$ cat src/inc/tpi_cfg.svh
`ifndef TPI_CFG_SVH
`define TPI_CFG_SVH
// What this block does
// - high vector 0008h, low vector 0018h
// - high request preempts running low routine
// - each source has flag, enable, priority; line0 has no priority bit, fixed high
// - priority mode bit 7, clear at reset
// - bit 7 enables high, bit 6 low
// - pending enabled source vectors by priority
// - priority bits ignored in compatibility mode
// - compat: bit 6 peripherals, bit 7 all
// - compat: every interrupt goes to 0008h
// - taking interrupt clears governing global enable
// - no low service during high routine
// - vectoring pushes return address, loads vector
// - return instruction sets governing enable again
// - pin event latency three to four cycles
// - flags set regardless of any enable
// - bit 7 zero disables all interrupts
// - bit 6 gates peripheral or low sources
// - bits 5,4,3 enable timer, line0, port
// - bits 2,1 sticky timer and line0 flags
// - bit 0 sticky port mismatch flag; mismatch keeps setting it until a port read

`define TPI_PC_W       21
`define TPI_VEC_HI     21'h0_0008
`define TPI_VEC_LO     21'h0_0018
`define TPI_INSTR_DIV  4
`define TPI_IRQ_LAT    3
`define TPI_NSRC       11
`define TPI_PERIPH_MSK 11'h7f8
`define TPI_RST_BYTE   8'h00
`define TPI_RST_WORD   32'h0000_0000

`define TPI_IDX_CTRL   6'h00
`define TPI_IDX_RESET_CONTROL_REG   6'h01
`define TPI_IDX_PFLG   6'h02
`define TPI_IDX_PEN    6'h03
`define TPI_IDX_PPRI   6'h04
`define TPI_IDX_CPRI   6'h05
`define TPI_IDX_STAT   6'h06
`define TPI_IDX_PORT_B_INPUT_REG  6'h07

`define TPI_B_HIGH_LEVEL_GLOBAL_ENABLE     7
`define TPI_B_LOW_LEVEL_GLOBAL_ENABLE     6
`define TPI_B_T0IE     5
`define TPI_B_I0IE     4
`define TPI_B_PORT_B_CHANGE_IRQ_ENABLE     3
`define TPI_B_T0IF     2
`define TPI_B_I0IF     1
`define TPI_B_PORT_B_CHANGE_IRQ_FLAG     0
`define TPI_B_MODE     7
`define TPI_B_CPRI_T0  1
`define TPI_B_CPRI_RB  0
`endif

$ cat src/inc/tpi_pkg.sv
package tpi_pkg;
   typedef enum logic [1:0] {
      TPI_IDLE = 2'h0,
      TPI_WAIT = 2'h1,
      TPI_VECT = 2'h2
   } tpi_state_t;

   typedef struct packed {
      logic       wr;
      logic       rd;
      logic [5:0] idx;
      logic [7:0] wdat;
   } tpi_acc_t;

   typedef struct packed {
      logic hi;
      logic lo;
      logic any;
   } tpi_req_t;
endpackage : tpi_pkg

$ cat src/rtl/tpi_wb_slave.sv
`timescale 1ns/1ps
`include "tpi_cfg.svh"
module tpi_wb_slave
   import tpi_pkg::*;
(
   // clock and reset
   input  wire logic        clk_i,
   input  wire logic        rst_i,
   // wishbone
   input  wire logic        wb_cyc_i,
   input  wire logic        wb_stb_i,
   input  wire logic        wb_we_i,
   input  wire logic [7:0]  wb_adr_i,
   input  wire logic [3:0]  wb_sel_i,
   input  wire logic [31:0] wb_dat_i,
   output logic             wb_ack_o,
   output logic [31:0]      wb_dat_o,
   // register side
   input  wire logic [7:0]  rd_data_i,
   output tpi_acc_t         acc_o
);
   logic req;
   logic ack_r;

   assign req      = wb_cyc_i && wb_stb_i;
   assign wb_ack_o = ack_r;
   // write lands on the edge the master sees ack
   assign acc_o.wr   = req && wb_we_i && ack_r && wb_sel_i[0];
   // read side effects once, on the edge data is caught
   assign acc_o.rd   = req && !wb_we_i && !ack_r;
   assign acc_o.idx  = wb_adr_i[7:2];
   assign acc_o.wdat = wb_dat_i[7:0];

   always_ff @(posedge clk_i) begin
      if (rst_i) begin
         ack_r <= 1'b0;
      end else begin
         ack_r <= req && !ack_r;
      end
   end

   always_ff @(posedge clk_i) begin
      if (rst_i) begin
         wb_dat_o <= `TPI_RST_WORD;
      end else if (req && !ack_r) begin
         wb_dat_o <= {24'h00_0000, rd_data_i};
      end
   end
endmodule : tpi_wb_slave

$ cat src/rtl/tpi_lvl_arb.sv
`timescale 1ns/1ps
`include "tpi_cfg.svh"
module tpi_lvl_arb
   import tpi_pkg::*;
#(
   parameter int              N      = `TPI_NSRC,
   parameter logic [N-1:0]    PERIPH = `TPI_PERIPH_MSK
)(
   // per-source bits
   input  wire logic [N-1:0] flag_i,
   input  wire logic [N-1:0] en_i,
   input  wire logic [N-1:0] prio_i,
   // global state
   input  wire logic         mode_i,
   input  wire logic         high_level_global_enable_i,
   input  wire logic         low_level_global_enable_i,
   input  wire logic         in_high_i,
   output tpi_req_t          req_o
);
   logic [N-1:0] hi_src;
   logic [N-1:0] lo_src;

   for (genvar i = 0; i < N; i++) begin : g_src
      logic pend;
      assign pend = flag_i[i] && en_i[i];
      // compat: priority ignored, peripherals also need bit 6
      assign hi_src[i] = mode_i ? pend && prio_i[i]
                                : pend && (!PERIPH[i] || low_level_global_enable_i);
      assign lo_src[i] = mode_i && pend && !prio_i[i];
   end

   assign req_o.hi  = high_level_global_enable_i && |hi_src;
   // low waits out any high routine
   assign req_o.lo  = high_level_global_enable_i && low_level_global_enable_i && |lo_src && !in_high_i;
   assign req_o.any = req_o.hi || req_o.lo;
endmodule : tpi_lvl_arb

$ cat src/rtl/tpi_top.sv
// The Wishbone register port and the register offsets were chosen for this implementation.
`timescale 1ns/1ps
`include "tpi_cfg.svh"
module tpi_top
   import tpi_pkg::*;
#(
   parameter int INSTR_DIV = `TPI_INSTR_DIV,
   parameter int IRQ_LAT   = `TPI_IRQ_LAT
)(
   // clock and reset
   input  wire logic                 clk_i,
   input  wire logic                 rst_i,
   // wishbone slave
   input  wire logic                 wb_cyc_i,
   input  wire logic                 wb_stb_i,
   input  wire logic                 wb_we_i,
   input  wire logic [7:0]           wb_adr_i,
   input  wire logic [3:0]           wb_sel_i,
   input  wire logic [31:0]          wb_dat_i,
   output logic                      wb_ack_o,
   output logic [31:0]               wb_dat_o,
   // event sources
   input  wire logic                 timer0_ovf_i,
   input  wire logic                 ext_line0_i,
   input  wire logic [3:0]           port_b_upper_pins_i,
   input  wire logic [7:0]           periph_evt_i,
   // cpu core
   input  wire logic [`TPI_PC_W-1:0] pc_i,
   input  wire logic                 return_from_irq_i,
   output logic                      pc_load_o,
   output logic [`TPI_PC_W-1:0]      pc_val_o,
   output logic                      stack_push_o,
   output logic [`TPI_PC_W-1:0]      ret_addr_o,
   output logic                      in_high_isr_o,
   output logic                      in_low_isr_o
);
   localparam int DW = $clog2(INSTR_DIV + 1);
   localparam int LW = $clog2(IRQ_LAT + 1);

   tpi_acc_t              acc;
   tpi_req_t              req;
   tpi_state_t            st_r;
   tpi_state_t            st_nxt;
   logic [7:0]            rd_data;
   logic [DW-1:0]         div_cnt_r;
   logic [LW-1:0]         lat_r;
   logic                  q_en;
   logic                  high_level_global_enable_r;
   logic                  low_level_global_enable_r;
   logic                  t0ie_r;
   logic                  i0ie_r;
   logic                  port_b_change_irq_enable_r;
   logic                  t0if_r;
   logic                  i0if_r;
   logic                  port_b_change_irq_flag_r;
   logic                  mode_r;
   logic                  t0p_r;
   logic                  rbp_r;
   logic [7:0]            pfl_r;
   logic [7:0]            pen_r;
   logic [7:0]            ppr_r;
   logic [3:0]            pb_latch_r;
   logic                  in_hi_r;
   logic                  in_lo_r;
   logic                  vec_hi_r;
   logic [`TPI_PC_W-1:0]  ret_r;
   logic [`TPI_PC_W-1:0]  vec_r;
   logic                  take;
   logic                  mismatch;
   logic                  wr_ctrl;
   logic                  wr_reset_control_reg;
   logic                  wr_pflg;
   logic                  wr_pen;
   logic                  wr_ppri;
   logic                  wr_cpri;

   tpi_wb_slave u_wb (
      .clk_i     (clk_i),
      .rst_i     (rst_i),
      .wb_cyc_i  (wb_cyc_i),
      .wb_stb_i  (wb_stb_i),
      .wb_we_i   (wb_we_i),
      .wb_adr_i  (wb_adr_i),
      .wb_sel_i  (wb_sel_i),
      .wb_dat_i  (wb_dat_i),
      .wb_ack_o  (wb_ack_o),
      .wb_dat_o  (wb_dat_o),
      .rd_data_i (rd_data),
      .acc_o     (acc)
   );

   tpi_lvl_arb #(
      .N      (`TPI_NSRC),
      .PERIPH (`TPI_PERIPH_MSK)
   ) u_arb (
      .flag_i    ({pfl_r, t0if_r, i0if_r, port_b_change_irq_flag_r}),
      .en_i      ({pen_r, t0ie_r, i0ie_r, port_b_change_irq_enable_r}),
      .prio_i    ({ppr_r, t0p_r, 1'b1, rbp_r}),
      .mode_i    (mode_r),
      .high_level_global_enable_i    (high_level_global_enable_r),
      .low_level_global_enable_i    (low_level_global_enable_r),
      .in_high_i (in_hi_r),
      .req_o     (req)
   );

   assign wr_ctrl  = acc.wr && acc.idx == `TPI_IDX_CTRL;
   assign wr_reset_control_reg  = acc.wr && acc.idx == `TPI_IDX_RESET_CONTROL_REG;
   assign wr_pflg  = acc.wr && acc.idx == `TPI_IDX_PFLG;
   assign wr_pen   = acc.wr && acc.idx == `TPI_IDX_PEN;
   assign wr_ppri  = acc.wr && acc.idx == `TPI_IDX_PPRI;
   assign wr_cpri  = acc.wr && acc.idx == `TPI_IDX_CPRI;
   assign take     = st_r == TPI_VECT;
   assign mismatch = port_b_upper_pins_i != pb_latch_r;

   // instruction-cycle enable
   assign q_en = div_cnt_r == DW'(INSTR_DIV - 1);

   always_ff @(posedge clk_i) begin
      if (rst_i || q_en) begin
         div_cnt_r <= '0;
      end else begin
         div_cnt_r <= div_cnt_r + DW'(1);
      end
   end

   // global enables; a taken vector beats write and return
   always_ff @(posedge clk_i) begin
      if (rst_i) begin
         high_level_global_enable_r <= 1'b0;
         low_level_global_enable_r <= 1'b0;
      end else begin
         if (wr_ctrl) begin
            high_level_global_enable_r <= acc.wdat[`TPI_B_HIGH_LEVEL_GLOBAL_ENABLE];
            low_level_global_enable_r <= acc.wdat[`TPI_B_LOW_LEVEL_GLOBAL_ENABLE];
         end
         if (return_from_irq_i) begin
            if (!mode_r || in_hi_r) begin
               high_level_global_enable_r <= 1'b1;
            end else begin
               low_level_global_enable_r <= 1'b1;
            end
         end
         if (take) begin
            if (vec_hi_r) begin
               high_level_global_enable_r <= 1'b0;
            end else begin
               low_level_global_enable_r <= 1'b0;
            end
         end
      end
   end

   // source enables and priority selects
   always_ff @(posedge clk_i) begin
      if (rst_i) begin
         t0ie_r <= 1'b0;
         i0ie_r <= 1'b0;
         port_b_change_irq_enable_r <= 1'b0;
         pen_r  <= `TPI_RST_BYTE;
         ppr_r  <= `TPI_RST_BYTE;
         t0p_r  <= 1'b0;
         rbp_r  <= 1'b0;
      end else begin
         if (wr_ctrl) begin
            t0ie_r <= acc.wdat[`TPI_B_T0IE];
            i0ie_r <= acc.wdat[`TPI_B_I0IE];
            port_b_change_irq_enable_r <= acc.wdat[`TPI_B_PORT_B_CHANGE_IRQ_ENABLE];
         end
         if (wr_pen) begin
            pen_r <= acc.wdat;
         end
         if (wr_ppri) begin
            ppr_r <= acc.wdat;
         end
         if (wr_cpri) begin
            t0p_r <= acc.wdat[`TPI_B_CPRI_T0];
            rbp_r <= acc.wdat[`TPI_B_CPRI_RB];
         end
      end
   end

   // priority mode is off after reset
   always_ff @(posedge clk_i) begin
      if (rst_i) begin
         mode_r <= 1'b0;
      end else if (wr_reset_control_reg) begin
         mode_r <= acc.wdat[`TPI_B_MODE];
      end
   end

   // flags: hardware set wins over a software clear
   always_ff @(posedge clk_i) begin
      if (rst_i) begin
         t0if_r <= 1'b0;
         i0if_r <= 1'b0;
         port_b_change_irq_flag_r <= 1'b0;
         pfl_r  <= `TPI_RST_BYTE;
      end else begin
         t0if_r <= (wr_ctrl ? acc.wdat[`TPI_B_T0IF] : t0if_r)
                   | timer0_ovf_i;
         i0if_r <= (wr_ctrl ? acc.wdat[`TPI_B_I0IF] : i0if_r)
                   | ext_line0_i;
         port_b_change_irq_flag_r <= (wr_ctrl ? acc.wdat[`TPI_B_PORT_B_CHANGE_IRQ_FLAG] : port_b_change_irq_flag_r)
                   | mismatch;
         pfl_r  <= (wr_pflg ? acc.wdat : pfl_r)
                   | periph_evt_i;
      end
   end

   // a port read ends the mismatch so the flag can clear
   always_ff @(posedge clk_i) begin
      if (rst_i) begin
         pb_latch_r <= 4'h0;
      end else if (acc.rd && acc.idx == `TPI_IDX_PORT_B_INPUT_REG) begin
         pb_latch_r <= port_b_upper_pins_i;
      end
   end

   // which routines are running; high may nest over low
   always_ff @(posedge clk_i) begin
      if (rst_i) begin
         in_hi_r <= 1'b0;
         in_lo_r <= 1'b0;
      end else if (take) begin
         if (vec_hi_r) begin
            in_hi_r <= 1'b1;
         end else begin
            in_lo_r <= 1'b1;
         end
      end else if (return_from_irq_i) begin
         if (in_hi_r) begin
            in_hi_r <= 1'b0;
         end else begin
            in_lo_r <= 1'b0;
         end
      end
   end

   // request seen at one instruction boundary, vector
   // after a fixed count, so latency is instruction-length blind
   always_comb begin
      st_nxt = st_r;
      case (st_r)
         TPI_IDLE: begin
            if (q_en && req.any) begin
               st_nxt = TPI_WAIT;
            end
         end
         TPI_WAIT: begin
            if (!req.any) begin
               st_nxt = TPI_IDLE;
            end else if (q_en && lat_r == LW'(IRQ_LAT - 1)) begin
               st_nxt = TPI_VECT;
            end
         end
         TPI_VECT: begin
            st_nxt = TPI_IDLE;
         end
         default: begin
            st_nxt = TPI_IDLE;
         end
      endcase
   end

   always_ff @(posedge clk_i) begin
      if (rst_i) begin
         st_r <= TPI_IDLE;
      end else begin
         st_r <= st_nxt;
      end
   end

   always_ff @(posedge clk_i) begin
      if (rst_i || st_r != TPI_WAIT) begin
         lat_r <= '0;
      end else if (q_en) begin
         lat_r <= lat_r + LW'(1);
      end
   end

   // level and address fixed on entry to the vector cycle
   always_ff @(posedge clk_i) begin
      if (rst_i) begin
         vec_hi_r <= 1'b0;
         vec_r    <= `TPI_VEC_HI;
         ret_r    <= '0;
      end else if (st_r == TPI_WAIT && st_nxt == TPI_VECT) begin
         vec_hi_r <= req.hi;
         vec_r    <= req.hi ? `TPI_VEC_HI : `TPI_VEC_LO;
         ret_r    <= pc_i;
      end
   end

   assign pc_load_o     = take;
   assign stack_push_o  = take;
   assign pc_val_o      = vec_r;
   assign ret_addr_o    = ret_r;
   assign in_high_isr_o = in_hi_r;
   assign in_low_isr_o  = in_lo_r;

   always_comb begin
      case (acc.idx)
         `TPI_IDX_CTRL:  rd_data = {high_level_global_enable_r, low_level_global_enable_r, t0ie_r, i0ie_r,
                                    port_b_change_irq_enable_r, t0if_r, i0if_r, port_b_change_irq_flag_r};
         `TPI_IDX_RESET_CONTROL_REG:  rd_data = {mode_r, 7'h00};
         `TPI_IDX_PFLG:  rd_data = pfl_r;
         `TPI_IDX_PEN:   rd_data = pen_r;
         `TPI_IDX_PPRI:  rd_data = ppr_r;
         `TPI_IDX_CPRI:  rd_data = {6'h00, t0p_r, rbp_r};
         `TPI_IDX_STAT:  rd_data = {2'h0, req.hi, req.lo, st_r,
                                    in_hi_r, in_lo_r};
         `TPI_IDX_PORT_B_INPUT_REG: rd_data = {4'h0, port_b_upper_pins_i};
         default:        rd_data = `TPI_RST_BYTE;
      endcase
   end
endmodule : tpi_top

$ cat config.mk
export PLATFORM = sky130hd
export DESIGN_NAME = tpi_top
export DESIGN_NICKNAME = d
export VERILOG_FILES = /design/src/inc/tpi_pkg.sv /design/src/rtl/tpi_wb_slave.sv /design/src/rtl/tpi_lvl_arb.sv /design/src/rtl/tpi_top.sv
export VERILOG_INCLUDE_DIRS = /design/src /design/src/inc
export SDC_FILE = /design/constraint.sdc
export NUM_CORES = 1
export LEC_CHECK = 0
export ABC_AREA = 1
export BUFFER_PORTS_ARGS = -buffer_cell sky130_fd_sc_hd__buf_2
export CAP_MARGIN = 20
export CORE_UTILIZATION = 40
export CTS_CLUSTER_DIAMETER = 100
export CTS_CLUSTER_SIZE = 16
export DETAILED_ROUTE_END_ITERATION = 8
export PLACE_DENSITY = 0.67
export SETUP_SLACK_MARGIN = 0.15
export SLEW_MARGIN = 20
export SYNTH_ARGS = -nofsm -noshare
export SYNTH_HDL_FRONTEND = slang
export SYNTH_HIERARCHICAL = 1
export SYNTH_SLANG_ARGS = --single-unit
$ cat constraint.sdc
create_clock -name clk_i -period 5.2 [get_ports clk_i]
set_input_delay 0.78 -clock clk_i [delete_from_list [all_inputs] [get_ports clk_i]]
set_output_delay 0.78 -clock clk_i [all_outputs]
set_load 0.02 [all_outputs]
# Yosys cells after proc, flatten, opt, wreduce, memory -nomap -nowiden
# Cells that the tools add are included.
# op_classes
add_sub_neg,2
n_mul,0
div,0
order_cmp,0
eq_ne,17
shifts,0
mux,37
bitwise,4
reduce_logical,95
# ops
op,n
1-bit logical AND,70
8-bit case mux with 8 select lines,1
1-bit two-way mux,30
6-bit by 3-bit equality test with 1-bit output (second input constant),4
1-bit logical NOT,14
6-bit by 2-bit equality test with 1-bit output (second input constant),2
11-bit OR reduction,1
10-bit OR reduction,1
8-bit two-way mux,1
8-bit bitwise OR,1
2-bit equality test (second input constant),3
6-bit by 1-bit equality test with 1-bit output (second input constant),1
6-bit logical NOT,1
2-bit two-way mux,3
5-bit two-way mux,1
1-bit logical OR,4
2-bit by 1-bit inequality test with 1-bit output (second input constant),2
2-bit inequality test (second input constant),2
4-bit inequality test,1
2-bit case mux with 2 select lines,1
3-bit by 1-bit adder with 3-bit output (second input constant),1
3-bit by 2-bit equality test with 1-bit output (second input constant),1
1-bit bitwise OR,3
3-bit AND reduction,1
5 further kinds,5
# word_totals
reg_bits,100
latchBits,0
ram_bits,0
romBits,0
in_bits,85
out_inout_bits,79
word_cells,180
memories,0

# Depth between registers and ports, before layout
# depth
ltp_word,12
depth_mapped,16
ltp_nobuf,14

# Hierarchy
# Netlist, hierarchy kept.
# by_module_without_submodules
module,n_inst,cells_each,area_each_um2,seq_area_each_um2
tpi_top,1,511,3460.8,1421.4
tpi_wb_slave,1,97,675.6,180.2
tpi_lvl_arb,1,93,434.2,0.0

# Worst setup path after synthesis
# Ideal clock, no wire load.
# synth_path
kind,input to register
startpoint,input port wb_adr_i[7]
endpoint,register u_wb.wb_dat_o[3]
setup_ns,0.064
arrival_time_ns,1.805
t_required_ns,5.136
path_slack_ns,3.331
path_stages,10
n_path_buf,1
cell_sequence,buf_4 nor2_4 nand3_2 nor2_1 nand2_1 nand2_1 inv_1 nand3_1 nor2_1 nor2_1
# synth_between
elab_chain_len,2
word_cells_on_any_way,9
cone_classes,eq/ne (7); mux (1); reduce/logical (1)
# synth_lines
element,line_no,text
start: declaration,tpi_top.sv:17,"input wire logic [7:0] wb_adr_i,"
6-bit by 3-bit equality test with 1-bit output (tied with other cells),tpi_top.sv:302,case (acc.idx)
8-bit case mux with 8 select lines (*),tpi_top.sv:302,
net rd_data[3],tpi_top.sv:44,logic [7:0] rd_data;
end signal: assignment,tpi_wb_slave.sv:44,wb_dat_o <= `TPI_RST_WORD;
end signal: assignment,tpi_wb_slave.sv:46,"wb_dat_o <= {24'h00_0000, rd_data_i};"
end: declaration,tpi_wb_slave.sv:17,"output logic [31:0] wb_dat_o,"
# The timed path passes the listed nets; every way through them passes the cells marked *.
# A chain may end at the register's enable or synchronous reset.

==> metrics list <==
* Status: finished, final reports clean
- Walking the worst path, the cells encountered are inv_6 > nand2_8 > nand2_1 > nand2_1 > nand2_1 > nor2_1 > nand3_1 > nand2_1 > nand2_1 > inv_1 > nor3_4 > buf_4 > inv_1 > nand2_1 > a21oi_1.
- The smallest clock period supported by the final layout is computed as 3.015 ns.
* Per-instance average area after synthesis: 6.520 sq um
* Static leakage: 2.720 nW
- In the synthesized netlist, the number of instances is 701.
* Port Buf Inserts: 90
- Final sum of negative setup slack: 0 ns
* Number of library cell types mapped by synthesis: 34
- Detail-routed net length per standard cell: 12.27 microns
- Diode insertion count for antenna repair: 0
- Adder-cell share of the synthesized area: 0.01095
- Yosys warnings: 6
- Synthesis-stage register bit count: 80
* Launch instance of the worst min-delay path: div_cnt_r[0]
* Die Footprint: 11860 sq um
- Worst voltage drop across the vdd grid: 0.1450 mV
- Setup violations remaining at the end of the flow were counted as 0.
* GR Overflow Total: 0
- Simple-Gate Fraction of Synth Area: 0.3567
- The most critical setup path has its startpoint at mode_r.
* Worst relative slew slack: 0.3759
* Setup CP Type: register to register
- Once the clock tree was built, the setup fixing pass inserted 0 buffers.
* Multiplexer share of the synthesized area: 0
- For this run, the top clock speed supported by timing is 331.6 MHz.
- After synthesis, the largest family of logic cells by area is simple AND/OR/NAND/NOR gates.
* Critical path capture point type: register
* Area share of the largest cell type after synthesis: 0.3504
- Required arrival time at the worst endpoint: 5.47 ns
* Worst skew pair latency: 0.34 ns
* H-tree lvl count: 3
- The net count of the finished layout is 859.
- Compared with the post-synthesis result, the final layout area differs by 11.83%.
- Pwr per Cell Area: 266.9 nW/um^2
- Number of placement rows: 38
- Max-cap violations in this run came to 0.
- CP max-delay cell: sky130_fd_sc_hd__dfxtp_1
- Yosys mapped a number of flops with a built-in enable equal to 0.
- The total area inside the core boundary comes to 10980 sq um.
- TritonCTS built the clock tree.
- The max-slew violation count is 0.
- In this run, post-CTS hold repair placed 0 buffers.
- Largest net degree at the start of global routing: 33
- For this run, the register share of the synthesized area comes to 0.3504.
- Via density per instance: 4.585
* Clk Tree Root Cell: sky130_fd_sc_hd__clkbuf_16
- The HPWL after detailed placement is 8.329 mm.
- Final clock skew: 0.006138 ns
- Unrepaired setup endpoints after global routing: no
* Worst-margin pin slew: 0.9349 ns
* Final standard cell utilization of the core: 0.4654
* Starting Density: 0.4162
- DR pass1 iterations: 6
* Detail Route Antenna Nets: 0
- In this run the vertical extent of the chip is 108.9 microns.
- The number of antenna violations at the first check in global routing came to 0.
- Die Width: 108.9 microns
* Resized Gates After CTS: 0
- STA classifies the critical path startpoint as a register.
* Worst-path maximum fanout: 24
- The fraction of the mapped netlist area in compound gates came to 0.07419.
- Share of flip-flops with an asynchronous set or reset after synthesis: 0
- The routed layout has 4195 vias.
- The number of global-route vias before repair came to 3815.
- Yosys attributes the largest share of cell area to sky130_fd_sc_hd__dfxtp_1 35%, sky130_fd_sc_hd__nand2_1 13%, sky130_fd_sc_hd__nor2_1 12%.
- The first global-routing pass estimated 18.47 mm of wire.
- Clock tree synthesis found a total of 80 sinks.
* Count of fill cells added during filler insertion: 1186
* Total CTS buffers: 9
- The mapped netlist covers 4571 sq um.
- The routed design has 11.23 mm of wire.
- After detailed routing, the number of remaining DRC violations is 0.
* Most area-hungry cell type in the Yosys netlist: sky130_fd_sc_hd__dfxtp_1
- The congestion estimate from routability-driven global placement came to 0.9372.
- Across all register-to-register paths, the minimum setup slack is 2.18 ns.
- Final hold viol count: 0
- Max incr delay on CP: 0.93 ns
- The worst hold path belongs to the class register to register.
- The worst register-to-register path begins at mode_r.
- Global-route usage over all layers: 0.2018
- For this design the top-level I/O count stands at 164.
- Of the total synthesized cell area, the portion taken by XOR and XNOR cells is 0.007665.
* Arrival @ worst endpoint: 3.29 ns
- Cell mode on critical path: sky130_fd_sc_hd__nand2_1
* Clock tree buffer depth: 2
* Share of the clock period used by the worst path after layout: 0.5799
- Of the cells placed in the final design, the portion with a size suffix greater than 1 is 0.1781.
- Synth Flop Type: sky130_fd_sc_hd__dfxtp_1
- For this block, the initial DRC count from the detailed router was 269.
* Clock transition at path regs: 0.06 ns
## critical path: cells and delay by family, from the launching register on
kind,cells,cell delay (ns)
buffers and inverters,4,1.00
DFF,1,0.93
and+or+nand+nor,10,0.83
AOI/OAI and AO/OA,1,0.15
## Yosys cell counts, types with 2 or more instances
master and count:
sky130_fd_sc_hd__nand2_1 153, sky130_fd_sc_hd__nor2_1 141, sky130_fd_sc_hd__inv_1 82, sky130_fd_sc_hd__dfxtp_1 80, sky130_fd_sc_hd__buf_4 59, sky130_fd_sc_hd__o21ai_0 45, sky130_fd_sc_hd__nand3_1 41, sky130_fd_sc_hd__a21oi_1 20
sky130_fd_sc_hd__nand4_1 15, sky130_fd_sc_hd__clkbuf_1 9, sky130_fd_sc_hd__inv_2 8, sky130_fd_sc_hd__nor2_4 6, sky130_fd_sc_hd__buf_2 5, sky130_fd_sc_hd__ha_1 4, sky130_fd_sc_hd__nand3_2 4, sky130_fd_sc_hd__xnor2_1 4
sky130_fd_sc_hd__conb_1 3, sky130_fd_sc_hd__nor3_1 3, sky130_fd_sc_hd__buf_6 2, sky130_fd_sc_hd__nand2_2 2, sky130_fd_sc_hd__nand3b_1 2
## metal layers
layer / global-route usage / wire (microns) / vias to the layer above
met2: 0.3320 / 5042 / 162
li1: - / - / 2197
met4: 0.07529 / 210 / 0
met5: 0 / 0 / -
met3: 0.04603 / 936 / 17
met1: 0.2561 / 5036 / 1819
## worst paths after layout
check / cells past startpoint / to
setup / recovery: 15 / pc_val_o[4]
hold / removal: 1 / div_cnt_r[0]
setup reg to reg: 15 / pc_val_o[4]
hold reg to reg: 1 / div_cnt_r[0]
## sequential cells by signal, indices dropped and copies added (netlist names), 2 cells and up
register,cells
pfl_r,8
ppr_r,8
u_wb/wb_dat_o,8
lat_r,2
st_r,2
div_cnt_r,3
ret_addr_o,21
pen_r,8
pb_latch_r,4
## placed cells by master, fill, tap and decap left out, drive strengths merged
cell type,instances
a21oi,21
buf,93
clkbuf,10
clkinv,6
clkinvlp,1
conb,45
dfxtp,80
ha,4
inv,92
nand2,157
nand3,46
nand3b,2
nand4,15
nor2,148
nor3,4
o21ai,46
or2,1
xnor2,4
## area by class of cell
type	count	area (sq um)	share of cell area
multi-input cells	493	2223	0.4350
flip-flops and latches	80	1602	0.3133
repair buffers	93	473.0	0.09253
inverters	93	355.3	0.06952
clock buffers	10	239.0	0.04676
well taps	140	175.2	0.03427
clock inverters	6	43.79	0.008568
## power by group
group / switching, W / internal, W
sequential: 0.00000972 / 0.000626
combinational: 0.0000904 / 0.0000380
clock: 0.000262 / 0.000338
## stage by stage
step / instance area [sq um] / hold WS, ns / std cells / power (W) / setup WS (ns)
3_3_place_gp: 4828 / 0.4097 / 899 / 0.0007767 / 2.267
3_5_place_dp: 4828 / 0.4181 / 899 / 0.0007774 / 2.233
4_1_cts: 5111 / 0.4273 / 915 / 0.001375 / 2.209
6_report: 5111 / 0.4237 / 915 / 0.001364 / 2.185
5_1_grt: 5111 / 0.4483 / 915 / 0.001418 / 1.935
2_1_floorplan: 4728 / 0.3969 / 743 / 0.0007688 / 3.331
## cells by family after synthesis
| logic type | Yosys count |
|---|---|
| xor+xnor | 4 |
| compound gates | 67 |
| other cells | 3 |
| simple gates | 373 |
| flops | 80 |
| buf+inv | 170 |
| fa+ha+maj | 4 |
Power figures use the tool's default switching activity.
